## src/verilog/qd_pkg.sv

```systemverilog
// constants and carrier types for the quad dac serial update control
package qd_pkg;
  // frame layout
  localparam int QD_FRAME_BITS = 24;
  localparam int QD_CHANNELS = 4;
  localparam int QD_BIT_RW = 23;
  localparam int QD_BIT_ZERO = 22;
  localparam int QD_SEL_HI = 21;
  localparam int QD_SEL_LO = 19;
  localparam int QD_ADR_HI = 18;
  localparam int QD_ADR_LO = 16;
  localparam logic [4:0] QD_LAST_BIT = 5'h17;
  // register select codes
  localparam logic [2:0] QD_SEL_FUNC = 3'h0;
  localparam logic [2:0] QD_SEL_DATA = 3'h2;
  localparam logic [2:0] QD_SEL_CGAIN = 3'h3;
  localparam logic [2:0] QD_SEL_FGAIN = 3'h4;
  localparam logic [2:0] QD_SEL_OFFS = 3'h5;
  // channel address and function codes
  localparam logic [2:0] QD_ADR_ALL = 3'h4;
  localparam logic [2:0] QD_FN_CTRL = 3'h1;
  localparam logic [2:0] QD_FN_CLEAR = 3'h4;
  localparam logic [2:0] QD_FN_LOAD = 3'h5;
  localparam int QD_FUNC_SDO_DIS = 0;
  // reset values and coding
  localparam logic [15:0] QD_ZERO_CODE = 16'h0000;
  localparam logic [15:0] QD_MSB_FLIP = 16'h8000;
  localparam logic [5:0] QD_FUNC_RESET = 6'h00;
  localparam logic QD_CTRL_RESET = 1'b1;
  // pin sampler lanes
  localparam int QD_PIN_SCLK = 0;
  localparam int QD_PIN_SYNC = 1;
  localparam int QD_PIN_SERIAL_IN = 2;
  localparam int QD_PIN_OUTPUT_LOAD_STROBE_N = 3;
  localparam int QD_PIN_CLR = 4;
  localparam int QD_PIN_COD = 5;
  // avalon byte offsets
  localparam logic [4:0] QD_OFF_STATUS = 5'h00;
  localparam logic [4:0] QD_OFF_CTRL = 5'h04;
  localparam logic [4:0] QD_OFF_CODE = 5'h10;

  typedef struct packed {
    logic [14:0] seg;
    logic [11:0] ladder;
  } qd_drive_t;

  typedef struct packed {
    logic read;
    logic write;
    logic [4:0] address;
    logic [31:0] writedata;
  } qd_avs_req_t;

  typedef struct packed {
    logic [5:0] meta;
    logic [5:0] syn;
    logic [5:0] prev;
    logic [23:0] shreg;
    logic [4:0] bit_cnt;
    logic wrapped;
    logic in_frame;
    logic [3:0][15:0] data_reg;
    logic [3:0][15:0] dac_reg;
    logic [3:0][1:0] cgain;
    logic [3:0][5:0] fgain;
    logic [3:0][15:0] offs;
    logic [5:0] func;
    logic clamp;
    logic serial_out;
    logic [7:0] inval_cnt;
    logic link_en;
    logic ack;
    logic [31:0] rdata;
    qd_drive_t [3:0] drv;
  } qd_state_t;
endpackage : qd_pkg

```

## src/verilog/qd_dac_ctrl.sv

```systemverilog
// serial command port and output update control of a quad 16-bit dac
//
// Decided for this implementation: the Avalon-MM slave port and the address map.
`timescale 1ns/10ps

module qd_dac_ctrl
  import qd_pkg::*;
(
  // clock and reset
  input wire logic i_mclk,
  input wire logic i_rst_b,
  // serial link pins
  input wire logic i_serial_clk,
  input wire logic i_frame_sync_n,
  input wire logic i_serial_in,
  output logic o_serial_out,
  output logic o_serial_out_oe,
  // update control pins
  input wire logic i_output_load_strobe_n,
  input wire logic i_output_clear_n,
  input wire logic i_coding_select,
  // converter drive
  output logic o_clamp,
  output qd_drive_t [3:0] o_drive,
  // avalon-mm slave
  input wire qd_avs_req_t i_avs,
  output logic [31:0] o_avs_readdata,
  output logic o_avs_waitrequest
);

  qd_state_t st_reg;
  qd_state_t st_next;

  function automatic logic [14:0] qd_thermo(input logic [3:0] nib);
    logic [14:0] t;
    t = '0;
    for (int i = 0; i < 15; i++) begin
      t[i] = ({1'b0, nib} > 5'(i));
    end
    return t;
  endfunction : qd_thermo

  // coding select low means twos complement
  function automatic qd_drive_t qd_conv(input logic [15:0] code,
                                        input logic offset_bin);
    logic [15:0] ob;
    qd_drive_t d;
    ob = offset_bin ? code : (code ^ QD_MSB_FLIP);
    d.seg = qd_thermo(ob[15:12]);
    d.ladder = ob[11:0];
    return d;
  endfunction : qd_conv

  function automatic logic [3:0] qd_chmask(input logic [2:0] adr);
    logic [3:0] m;
    m = 4'h0;
    if (adr == QD_ADR_ALL) begin
      m = 4'hf;
    end else if (!adr[2]) begin
      m[adr[1:0]] = 1'b1;
    end
    return m;
  endfunction : qd_chmask

  logic sclk_fall;
  logic sclk_rise;
  logic sync_fall;
  logic sync_rise;
  logic output_load_strobe_n_fall;
  logic clr_fall;
  logic frame_ok;
  logic rw;
  logic [2:0] sel;
  logic [2:0] adr;
  logic [15:0] dat;
  logic [3:0] mask;
  logic [1:0] rch;
  logic [15:0] rb_word;
  logic wr_data_now;
  logic clear_now;
  logic load_all_now;
  logic req_any;

  always_comb begin
    sclk_fall = st_reg.prev[QD_PIN_SCLK] & ~st_reg.syn[QD_PIN_SCLK];
    sclk_rise = ~st_reg.prev[QD_PIN_SCLK] & st_reg.syn[QD_PIN_SCLK];
    sync_fall = st_reg.prev[QD_PIN_SYNC] & ~st_reg.syn[QD_PIN_SYNC];
    sync_rise = ~st_reg.prev[QD_PIN_SYNC] & st_reg.syn[QD_PIN_SYNC];
    output_load_strobe_n_fall = st_reg.prev[QD_PIN_OUTPUT_LOAD_STROBE_N] & ~st_reg.syn[QD_PIN_OUTPUT_LOAD_STROBE_N];
    clr_fall = st_reg.prev[QD_PIN_CLR] & ~st_reg.syn[QD_PIN_CLR];
    // whole multiples of 24 clocks keep daisy chains working
    frame_ok = sync_rise & st_reg.in_frame & st_reg.wrapped &
               (st_reg.bit_cnt == 5'h00) &
               ~st_reg.shreg[QD_BIT_ZERO] & st_reg.link_en;
    rw = st_reg.shreg[QD_BIT_RW];
    sel = st_reg.shreg[QD_SEL_HI:QD_SEL_LO];
    adr = st_reg.shreg[QD_ADR_HI:QD_ADR_LO];
    dat = st_reg.shreg[15:0];
    mask = qd_chmask(adr);
    rch = adr[1:0];
    case (sel)
      QD_SEL_FUNC: rb_word = {10'h000, st_reg.func};
      QD_SEL_DATA: rb_word = st_reg.data_reg[rch];
      QD_SEL_CGAIN: rb_word = {14'h0000, st_reg.cgain[rch]};
      QD_SEL_FGAIN: rb_word = {10'h000, st_reg.fgain[rch]};
      QD_SEL_OFFS: rb_word = st_reg.offs[rch];
      default: rb_word = QD_ZERO_CODE;
    endcase
    wr_data_now = frame_ok & ~rw & (sel == QD_SEL_DATA);
    clear_now = clr_fall |
                (st_reg.clamp & ~st_reg.syn[QD_PIN_CLR]) |
                (frame_ok & ~rw & (sel == QD_SEL_FUNC) &
                 (adr == QD_FN_CLEAR));
    load_all_now = output_load_strobe_n_fall |
                   (frame_ok & ~rw & (sel == QD_SEL_FUNC) &
                    (adr == QD_FN_LOAD));
    req_any = i_avs.read | i_avs.write;
  end

  always_comb begin
    st_next = st_reg;
    st_next.meta = {i_coding_select, i_output_clear_n,
                    i_output_load_strobe_n, i_serial_in,
                    i_frame_sync_n, i_serial_clk};
    st_next.syn = st_reg.meta;
    st_next.prev = st_reg.syn;

    // link shifting
    if (sync_fall) begin
      st_next.in_frame = 1'b1;
      st_next.bit_cnt = 5'h00;
      st_next.wrapped = 1'b0;
      st_next.serial_out = st_reg.shreg[QD_BIT_RW];
    end else if (sync_rise) begin
      st_next.in_frame = 1'b0;
      if (st_reg.in_frame && !frame_ok) begin
        st_next.inval_cnt = st_reg.inval_cnt + 8'h01;
      end
    end else if (st_reg.in_frame && sclk_fall) begin
      st_next.shreg = {st_reg.shreg[22:0],
                       st_reg.syn[QD_PIN_SERIAL_IN]};
      if (st_reg.bit_cnt == QD_LAST_BIT) begin
        st_next.bit_cnt = 5'h00;
        st_next.wrapped = 1'b1;
      end else begin
        st_next.bit_cnt = st_reg.bit_cnt + 5'h01;
      end
    end else if (st_reg.in_frame && sclk_rise) begin
      st_next.serial_out = st_reg.shreg[QD_BIT_RW];
    end

    // frame commit
    if (frame_ok) begin
      if (rw) begin
        st_next.shreg = {st_reg.shreg[23:16], rb_word};
      end else begin
        case (sel)
          QD_SEL_FUNC: begin
            if (adr == QD_FN_CTRL) begin
              st_next.func = dat[5:0];
            end
          end
          QD_SEL_DATA: begin
            for (int c = 0; c < QD_CHANNELS; c++) begin
              if (mask[c]) begin
                st_next.data_reg[c] = dat;
                if (!st_reg.syn[QD_PIN_OUTPUT_LOAD_STROBE_N]) begin
                  st_next.dac_reg[c] = dat;
                end
              end
            end
          end
          QD_SEL_CGAIN: begin
            for (int c = 0; c < QD_CHANNELS; c++) begin
              if (mask[c]) begin
                st_next.cgain[c] = dat[1:0];
              end
            end
          end
          QD_SEL_FGAIN: begin
            for (int c = 0; c < QD_CHANNELS; c++) begin
              if (mask[c]) begin
                st_next.fgain[c] = dat[5:0];
              end
            end
          end
          QD_SEL_OFFS: begin
            for (int c = 0; c < QD_CHANNELS; c++) begin
              if (mask[c]) begin
                st_next.offs[c] = dat;
              end
            end
          end
          default: begin
          end
        endcase
      end
    end

    // update control; clear outranks any load
    if (clear_now) begin
      for (int c = 0; c < QD_CHANNELS; c++) begin
        st_next.data_reg[c] = QD_ZERO_CODE;
        st_next.dac_reg[c] = QD_ZERO_CODE;
      end
      st_next.clamp = 1'b0;
    end else if (load_all_now) begin
      st_next.dac_reg = st_next.data_reg;
      st_next.clamp = 1'b0;
    end

    // converter drive follows dac registers one cycle later
    for (int c = 0; c < QD_CHANNELS; c++) begin
      st_next.drv[c] = qd_conv(st_reg.dac_reg[c],
                               st_reg.syn[QD_PIN_COD]);
    end

    // avalon slave: one wait cycle, then the answer
    st_next.ack = req_any & ~st_reg.ack;
    if (req_any && !st_reg.ack) begin
      st_next.rdata = 32'h0000_0000;
      if (i_avs.address == QD_OFF_STATUS) begin
        st_next.rdata = {16'h0000, st_reg.inval_cnt, 4'h0,
                         st_reg.link_en, ~st_reg.func[QD_FUNC_SDO_DIS],
                         ~st_reg.syn[QD_PIN_COD], st_reg.clamp};
      end else if (i_avs.address == QD_OFF_CTRL) begin
        st_next.rdata = {31'h0000_0000, st_reg.link_en};
      end else if (i_avs.address[4] && i_avs.address[1:0] == 2'h0) begin
        st_next.rdata = {16'h0000, st_reg.dac_reg[i_avs.address[3:2]]};
      end
    end
    if (i_avs.write && st_reg.ack && i_avs.address == QD_OFF_CTRL) begin
      st_next.link_en = i_avs.writedata[0];
    end

    if (!i_rst_b) begin
      st_next = '0;
      st_next.meta = 6'h3f;
      st_next.syn = 6'h3f;
      st_next.prev = 6'h3f;
      for (int c = 0; c < QD_CHANNELS; c++) begin
        st_next.data_reg[c] = QD_ZERO_CODE;
        st_next.dac_reg[c] = QD_ZERO_CODE;
      end
      st_next.func = QD_FUNC_RESET;
      st_next.clamp = 1'b1;
      st_next.link_en = QD_CTRL_RESET;
    end
  end

  always_ff @(posedge i_mclk) begin
    st_reg <= st_next;
  end

  assign o_drive = st_reg.drv;
  assign o_clamp = st_reg.clamp;
  assign o_serial_out = st_reg.serial_out;
  assign o_serial_out_oe = ~st_reg.func[QD_FUNC_SDO_DIS];
  assign o_avs_readdata = st_reg.rdata;
  assign o_avs_waitrequest = req_any & ~st_reg.ack;

  property p_reset_clamp;
    @(posedge i_mclk) !i_rst_b |=> st_reg.clamp &&
      st_reg.dac_reg[0] == 16'h0000 && st_reg.dac_reg[3] == 16'h0000;
  endproperty
  a_reset_clamp: assert property (p_reset_clamp)
    else $error("reset did not clamp with zero code");

  property p_shift_in;
    @(posedge i_mclk) disable iff (!i_rst_b)
      (st_reg.in_frame && sclk_fall && !sync_rise && !sync_fall)
      |=> st_reg.shreg[0] == $past(st_reg.syn[QD_PIN_SERIAL_IN]) &&
          st_reg.shreg[23:1] == $past(st_reg.shreg[22:0]);
  endproperty
  a_shift_in: assert property (p_shift_in)
    else $error("serial bit not shifted in at falling clock");

  property p_bad_count;
    @(posedge i_mclk) disable iff (!i_rst_b)
      (sync_rise && st_reg.in_frame && st_reg.bit_cnt != 5'h00)
      |=> st_reg.data_reg == $past(st_reg.data_reg) &&
          st_reg.inval_cnt == $past(st_reg.inval_cnt) + 8'h01;
  endproperty
  a_bad_count: assert property (p_bad_count)
    else $error("frame with wrong clock count was not dropped");

  property p_sdo_rise;
    @(posedge i_mclk) disable iff (!i_rst_b)
      (st_reg.in_frame && sclk_rise && !sync_rise && !sync_fall)
      |=> o_serial_out == $past(st_reg.shreg[23]);
  endproperty
  a_sdo_rise: assert property (p_sdo_rise)
    else $error("serial output not updated on rising clock");

  property p_individual;
    @(posedge i_mclk) disable iff (!i_rst_b)
      (wr_data_now && mask[0] && !st_reg.syn[QD_PIN_OUTPUT_LOAD_STROBE_N] && !clear_now)
      |=> st_reg.dac_reg[0] == $past(dat);
  endproperty
  a_individual: assert property (p_individual)
    else $error("addressed channel missed its update");

  property p_held;
    @(posedge i_mclk) disable iff (!i_rst_b)
      (wr_data_now && st_reg.syn[QD_PIN_OUTPUT_LOAD_STROBE_N] && !clear_now
       && !load_all_now) |=> $stable(st_reg.dac_reg);
  endproperty
  a_held: assert property (p_held)
    else $error("output changed while load strobe high");

  property p_load_fall;
    @(posedge i_mclk) disable iff (!i_rst_b)
      (output_load_strobe_n_fall && !clear_now && !frame_ok)
      |=> st_reg.dac_reg == $past(st_reg.data_reg) && !st_reg.clamp;
  endproperty
  a_load_fall: assert property (p_load_fall)
    else $error("load strobe fall did not update all channels");

  property p_clear;
    @(posedge i_mclk) disable iff (!i_rst_b)
      clear_now |=> st_reg.dac_reg == '0 && !st_reg.clamp
      ##1 st_reg.dac_reg == '0 || $past(load_all_now || frame_ok);
  endproperty
  a_clear: assert property (p_clear)
    else $error("clear did not zero the outputs");

  property p_readback;
    @(posedge i_mclk) disable iff (!i_rst_b)
      (frame_ok && rw && !sync_fall)
      |=> st_reg.shreg[15:0] == $past(rb_word) &&
          $stable(st_reg.data_reg);
  endproperty
  a_readback: assert property (p_readback)
    else $error("readback word not loaded for shifting out");

  property p_decode;
    @(posedge i_mclk) disable iff (!i_rst_b)
      ##2 o_drive[1].ladder == $past(st_reg.dac_reg[1][11:0], 1) &&
      o_drive[1].seg[14] == ($past(st_reg.dac_reg[1][15:12], 1) ==
        ($past(st_reg.syn[QD_PIN_COD], 1) ? 4'hf : 4'h7));
  endproperty
  a_decode: assert property (p_decode)
    else $error("segment or ladder decode wrong");

  // a new frame must start from a clean count
  property p_frame_start;
    @(posedge i_mclk) disable iff (!i_rst_b)
      sync_fall |=> st_reg.in_frame && st_reg.bit_cnt == 5'h00 &&
        !st_reg.wrapped;
  endproperty
  a_frame_start: assert property (p_frame_start)
    else $error("frame sync fall did not open a frame");

endmodule : qd_dac_ctrl

```

## config.mk

```make
export PLATFORM = sky130hd
export DESIGN_NAME = qd_dac_ctrl
export DESIGN_NICKNAME = d
export VERILOG_FILES = /design/src/verilog/qd_pkg.sv /design/src/verilog/qd_dac_ctrl.sv
export SDC_FILE = /design/constraint.sdc
export NUM_CORES = 1
export LEC_CHECK = 0
export ABC_AREA = 1
export BUFFER_PORTS_ARGS = -buffer_cell sky130_fd_sc_hd__clkbuf_2
export CAP_MARGIN = 20
export CORE_ASPECT_RATIO = 0.8
export CORE_MARGIN = 2
export CORE_UTILIZATION = 30
export DETAILED_ROUTE_END_ITERATION = 16
export SKIP_LAST_GASP = 1
export SLEW_MARGIN = 20
export SYNTH_ARGS = -nofsm -noshare
export SYNTH_HDL_FRONTEND = slang
export SYNTH_SLANG_ARGS = --single-unit
```

## constraint.sdc

```tcl
create_clock -name i_mclk -period 2.6 [get_ports i_mclk]
set_input_delay 0.39 -clock i_mclk [delete_from_list [all_inputs] [get_ports i_mclk]]
set_output_delay 0.39 -clock i_mclk [all_outputs]
set_load 0.005 [all_outputs]
```

; ---- Word-level counts from Yosys, hierarchy flattened
; Index checks and enable logic that the tools add are counted.
[totals]
reg_bits = 430
out_inout_bits = 144
word_cells = 274
[classes]
n_addsub = 2
magnitude_cmp = 63
eq_ne = 14
muxes = 67
n_bitwise = 39
n_reduce_logical = 46
[op_table]
columns = op, n
row1 = 230-bit 2-to-1 mux, 2
row2 = 16-bit 2-to-1 mux, 23
row3 = 128-bit 2-to-1 mux, 1
row4 = 64-bit 2-to-1 mux, 2
row5 = "4-bit > comparator, second input constant", 28
row6 = 16-bit binary-select mux with 2-bit select, 3
row7 = 24-bit 2-to-1 mux, 4
row8 = 16-bit case mux with 5 select lines, 1
row9 = "4-bit by 3-bit > comparator with 1-bit output, second input constant", 16
row10 = 30-bit 2-to-1 mux, 2
row11 = 4-bit AND reduction, 13
row12 = 6-bit 2-to-1 mux, 7
row13 = "4-bit by 1-bit > comparator with 1-bit output, second input constant", 8
row14 = "4-bit by 2-bit > comparator with 1-bit output, second input constant", 8
row15 = 5-bit AND reduction, 4
row16 = 1-bit NOT, 18
row17 = 2-bit nonzero test, 9
row18 = 1-bit bitwise AND, 17
row19 = 6-bit binary-select mux with 2-bit select, 1
row20 = "3-bit equality test, second input constant", 4
row21 = 5-bit logical NOT, 2
row22 = 1-bit 2-to-1 mux, 10
row23 = 2-bit 2-to-1 mux, 5
row24 = 3-bit AND reduction, 3
row25 = 22 further kinds, 40

; ---- Logic depth before layout (Yosys ltp)
[logic_depth]
word_depth = 13
mapped_depth = 12
ltp_nobuf = 11

; ---- Worst setup path after synthesis
; Ideal clock, no wire load.
[synth_timing]
path_kind = register to register
start = register st_reg[414] (netlist name)
end = register st_reg[259] (netlist name)
setup_ns = 0.112
t_arrival_ns = 1.696
required_time_ns = 2.488
slack_ns = 0.792
stages_incl_launch_ff = 12
period_less_slack_ns = 1.808
cell_sequence = dfxtp_1 -> inv_1 -> ha_1 -> nand3_1 -> nor2_4 -> nand3_4 -> nand2_4 -> buf_4 -> buf_2 -> nand3_1 -> nor2_1 -> nor2_1
[synth_between]
elab_chain_cells = 13
[synth_rtl]
columns = item, line
row1 = "start, declared", qd_dac_ctrl.sv:31  ; qd_state_t st_reg;
row2 = "start signal, assigned", qd_dac_ctrl.sv:252  ; st_reg <= st_next;
row3 = 1-bit NOT (*), qd_dac_ctrl.sv:88  ; sync_rise = ~st_reg.prev[QD_PIN_SYNC] & st_reg.syn[QD_PIN_SYNC];
row4 = 1-bit bitwise AND (*), qd_dac_ctrl.sv:88
row5 = 1-bit bitwise AND (*) (3 in series), qd_dac_ctrl.sv:92  ; frame_ok = sync_rise & st_reg.in_frame & st_reg.wrapped &
row6 = 1-bit bitwise AND (*), qd_dac_ctrl.sv:93  ; (st_reg.bit_cnt == 5'h00) &
row7 = 1-bit bitwise AND (*), qd_dac_ctrl.sv:94  ; ~st_reg.shreg[QD_BIT_ZERO] & st_reg.link_en;
row8 = 1-bit bitwise AND (2 in series), "qd_dac_ctrl.sv:112, qd_dac_ctrl.sv:115"
row9 = 1-bit bitwise AND, qd_dac_ctrl.sv:115  ; (frame_ok & ~rw & (sel == QD_SEL_FUNC) &
row10 = 1-bit bitwise OR, qd_dac_ctrl.sv:114  ; load_all_now = output_load_strobe_n_fall |
row11 = 2-bit by 1-bit inequality test with 1-bit output (no line) or 2-bit nonzero test (tied branches), --
row12 = 5-bit AND reduction (no line), --
; Every way passes the cells marked *; elsewhere a longest branch is shown, timed or not. The select of a mux whose other input is x is not followed.
; A chain may end at the register's enable or synchronous reset.

; ---- Worst setup path after layout
[layout_timing]
start = register st_reg[384] (netlist name)
end = register st_reg[289] (netlist name)
[layout_between]
elab_chain_cells = 10
[layout_rtl]
columns = item, line
row1 = 5-bit logical NOT (*), qd_dac_ctrl.sv:93
row2 = 1-bit bitwise AND (*), qd_dac_ctrl.sv:92
row3 = 1-bit bitwise AND (*), qd_dac_ctrl.sv:93
row4 = 1-bit bitwise AND (*), qd_dac_ctrl.sv:94
row5 = 1-bit bitwise AND (2 in series), "qd_dac_ctrl.sv:112, qd_dac_ctrl.sv:115"
row6 = 1-bit bitwise AND, qd_dac_ctrl.sv:115
row7 = 1-bit bitwise OR, qd_dac_ctrl.sv:114
row8 = 2-bit by 1-bit inequality test with 1-bit output (no line) or 2-bit nonzero test (tied branches), --
row9 = 5-bit AND reduction (no line), --
; Marked as above.

==> results_dict.tcl <==
set metrics [dict create \
    vias 16167 \
    cts.root.buffer_cell "clkbuf_16" \
    routed_via_density 4.698 \
    arrival_ps 2890 \
    synth_area_leader_cell "dfxtp_1" \
    final.period_utilization_pct 94.34 \
    min_path_type "in2reg" \
    synth_edf_count 0 \
    netlist_area_um2 18720 \
    setup_viol_count_final 0 \
    yosys-top-cells-count "nand2_1, nor2_1, dfxtp_1" \
    rows 81 \
    place.detailed.hpwl_um 37890 \
    gr-max-usage-layer "met1" \
    hold_viol 0 \
    cts_hold_buf 0 \
    met3_usage_pct 3.527 \
    clk_latency_ps 550 \
    cp_max_fo 17 \
    drive_gt1_share_pct 12.87 \
    power.density_nw_per_um2 619.0 \
    firstDrtPassIters 6 \
    slew_headroom_pct 52.67 \
    synthToLayoutAreaGrowth_pct 10.64 \
    critical_path.max_stage_delay_ps 410 \
    cap_violations 0 \
    globalplace.congestion 0.8963 \
    drc 0 \
    pre_cts_ws_ps 241.4 \
    yosysMostFrequentCell "nand2_1" \
    grt_max_degree 147 \
    synth.area.top_cells "dfxtp_1, nand2_1, nor2_1, inv_1, buf_4" \
    cts.sinks 413 \
    crit_path_end_kind "flop" \
    tightest_slew_ps 709.9 \
    finClkSkew_ps 16.97 \
    worstSetupPathType "reg2reg" \
    drtIter0Drc 1785 \
    synth_area_per_cell_um2 7.190 \
    critPathLaunchType "flop" \
    final_net_count 2634 \
    grt_pass1_vias 14548 \
    fin_area_um2 20710 \
    portBuffers 143 \
    die_y_um 227.4 \
    fmax_ghz 0.4077 \
    synth_top_area_share_pct 44.18 \
    place_area_um2 19390 \
    largest_register_ffs 264 \
    cp.required_ps 3040 \
    synth_seq_area_share_pct 44.18 \
    synth_seq_cells 413 \
    antenna_left 0 \
    tritoncts "done" \
    cts_made_buffers 40 \
    crit_path_top_delay_cell "nand4_2" \
    yosysWarnings 0 \
    synth-async-reset-ratio_pct 0 \
    clkTransAtPathRegs_ps 70 \
    post-route-min-period_ps 2453 \
    grt_use_met1_pct 25.28 \
    layout_setup_ws_ps 147.1 \
    routedWlPerCell_um 15.85 \
    die_w_um 283.3 \
    worstPathCellList "inv_1 -> ha_1 -> nand3_1 -> nor2_4 -> nand4_2 -> nand3_4 -> nand3_1 -> nor2_1 -> nor2_1" \
    grt_pass1_wl_um 84200 \
    coreArea_um2 61420 \
    ctsHtreeMaxLevel 2 \
    maxSlewViolCount 0 \
    rsz0062_at_grt "false" \
    start_util_pct 30.47 \
    synth.distinct_cells 40 \
    dieArea_um2 64410 \
    antenna_found_initial 1 \
    p_leak_uw 0.009196 \
    grt_overflow 0 \
    ios 191 \
    status "finished, final reports clean" \
    post_cts_resize_count 0 \
    grt_use_total_pct 16.40 \
    wl_um 54530 \
    use_met2_pct 23.12 \
    cts_max_path_buffers 3 \
    vdd.ir_drop.worst_uv 363.4 \
    diodes 0 \
    setup-tns-final_ps 0 \
    cts_setup_buffers 0 \
    syn_inst 2603 \
    synth_flop_cell "dfxtp_1" \
]
## cells in the final DEF, fill, tap and decap left out, types with 59 or more instances in the layout
cell	Yosys	final
nor2_1	419	418
dfxtp_1	413	413
a21oi_1	91	91
inv_1	320	317
o21ai_0	138	138
nand3_1	177	177
buf_4	149	59
nand2_1	480	480
clkbuf_2	0	142
a211oi_1	82	82
## worst paths after layout
check	from	to	slack (ps)	cells past startpoint
setup reg to reg	st_reg[384]$_SDFFE_PP0P_	st_reg[289]$_SDFFE_PP0P_	150	9
hold / removal	i_frame_sync_n	st_reg[426]$_SDFF_PN1_	30	2
setup / recovery	st_reg[384]$_SDFFE_PP0P_	st_reg[289]$_SDFFE_PP0P_	150	9
hold reg to reg	st_reg[429]$_SDFF_PN1_	st_reg[423]$_SDFF_PN1_	420	1
## report_power, final
group          switching (uW)  total (uW)  internal [uW]
sequential               27.4        6400           6370
clock                    2580        5960           3380
combinational             332         457            125
## critical path, delay by kind of cell, from the launching register on
kind                     cells  cell delay [ps]
adder cells (fa/ha/maj)      1              190
AND/OR/NAND/NOR              7             1740
flip-flops                   1              340
buffers and inverters        1               80
## cell families (layout without fill, tap and decap cells)
group | after synthesis | after routing | share of synthesized area [%]
AND/OR/NAND/NOR | 1147 | 1147 | 26.17
buffers and inverters | 616 | 609 | 15.84
AO/OA/AOI/OAI | 414 | 414 | 13.10
flip-flops | 413 | 413 | 44.18
adder cells (fa/ha/maj) | 6 | 6 | 0.4011
XOR/XNOR | 6 | 6 | 0.2808
other | 1 | 16 | 0.02004
## metal layers
metal	part of all wire (%)	up-vias
met5	0.024	-
li1	-	8063
met1	50	7506
met3	8.6	63
met4	1.4	2
met2	40	533
## metrics by stage
step | total power, uW | hold WS (ps) | instances | utilization, %
finish | 12820 | 29.73 | 3441 | 33.71
global route | 13240 | 13.00 | 3441 | 33.71
CTS | 12920 | 9.894 | 3441 | 33.71
detailed placement | 6995 | 401.2 | 3369 | 31.57
global placement | 6996 | 396.1 | 3369 | 31.57
floorplan | 6864 | 392.5 | 2618 | -
## layout make-up
class	count	area (um2)
clock buffers	53	1131
clock inverters	19	185.2
fillers	6645	40710
inverters	329	1237
multi-input cells	1589	7552
flip-flops and latches	413	8268
well taps	830	1039
repair buffers	208	1294
Note: power is estimated with default switching activity, not from simulation.
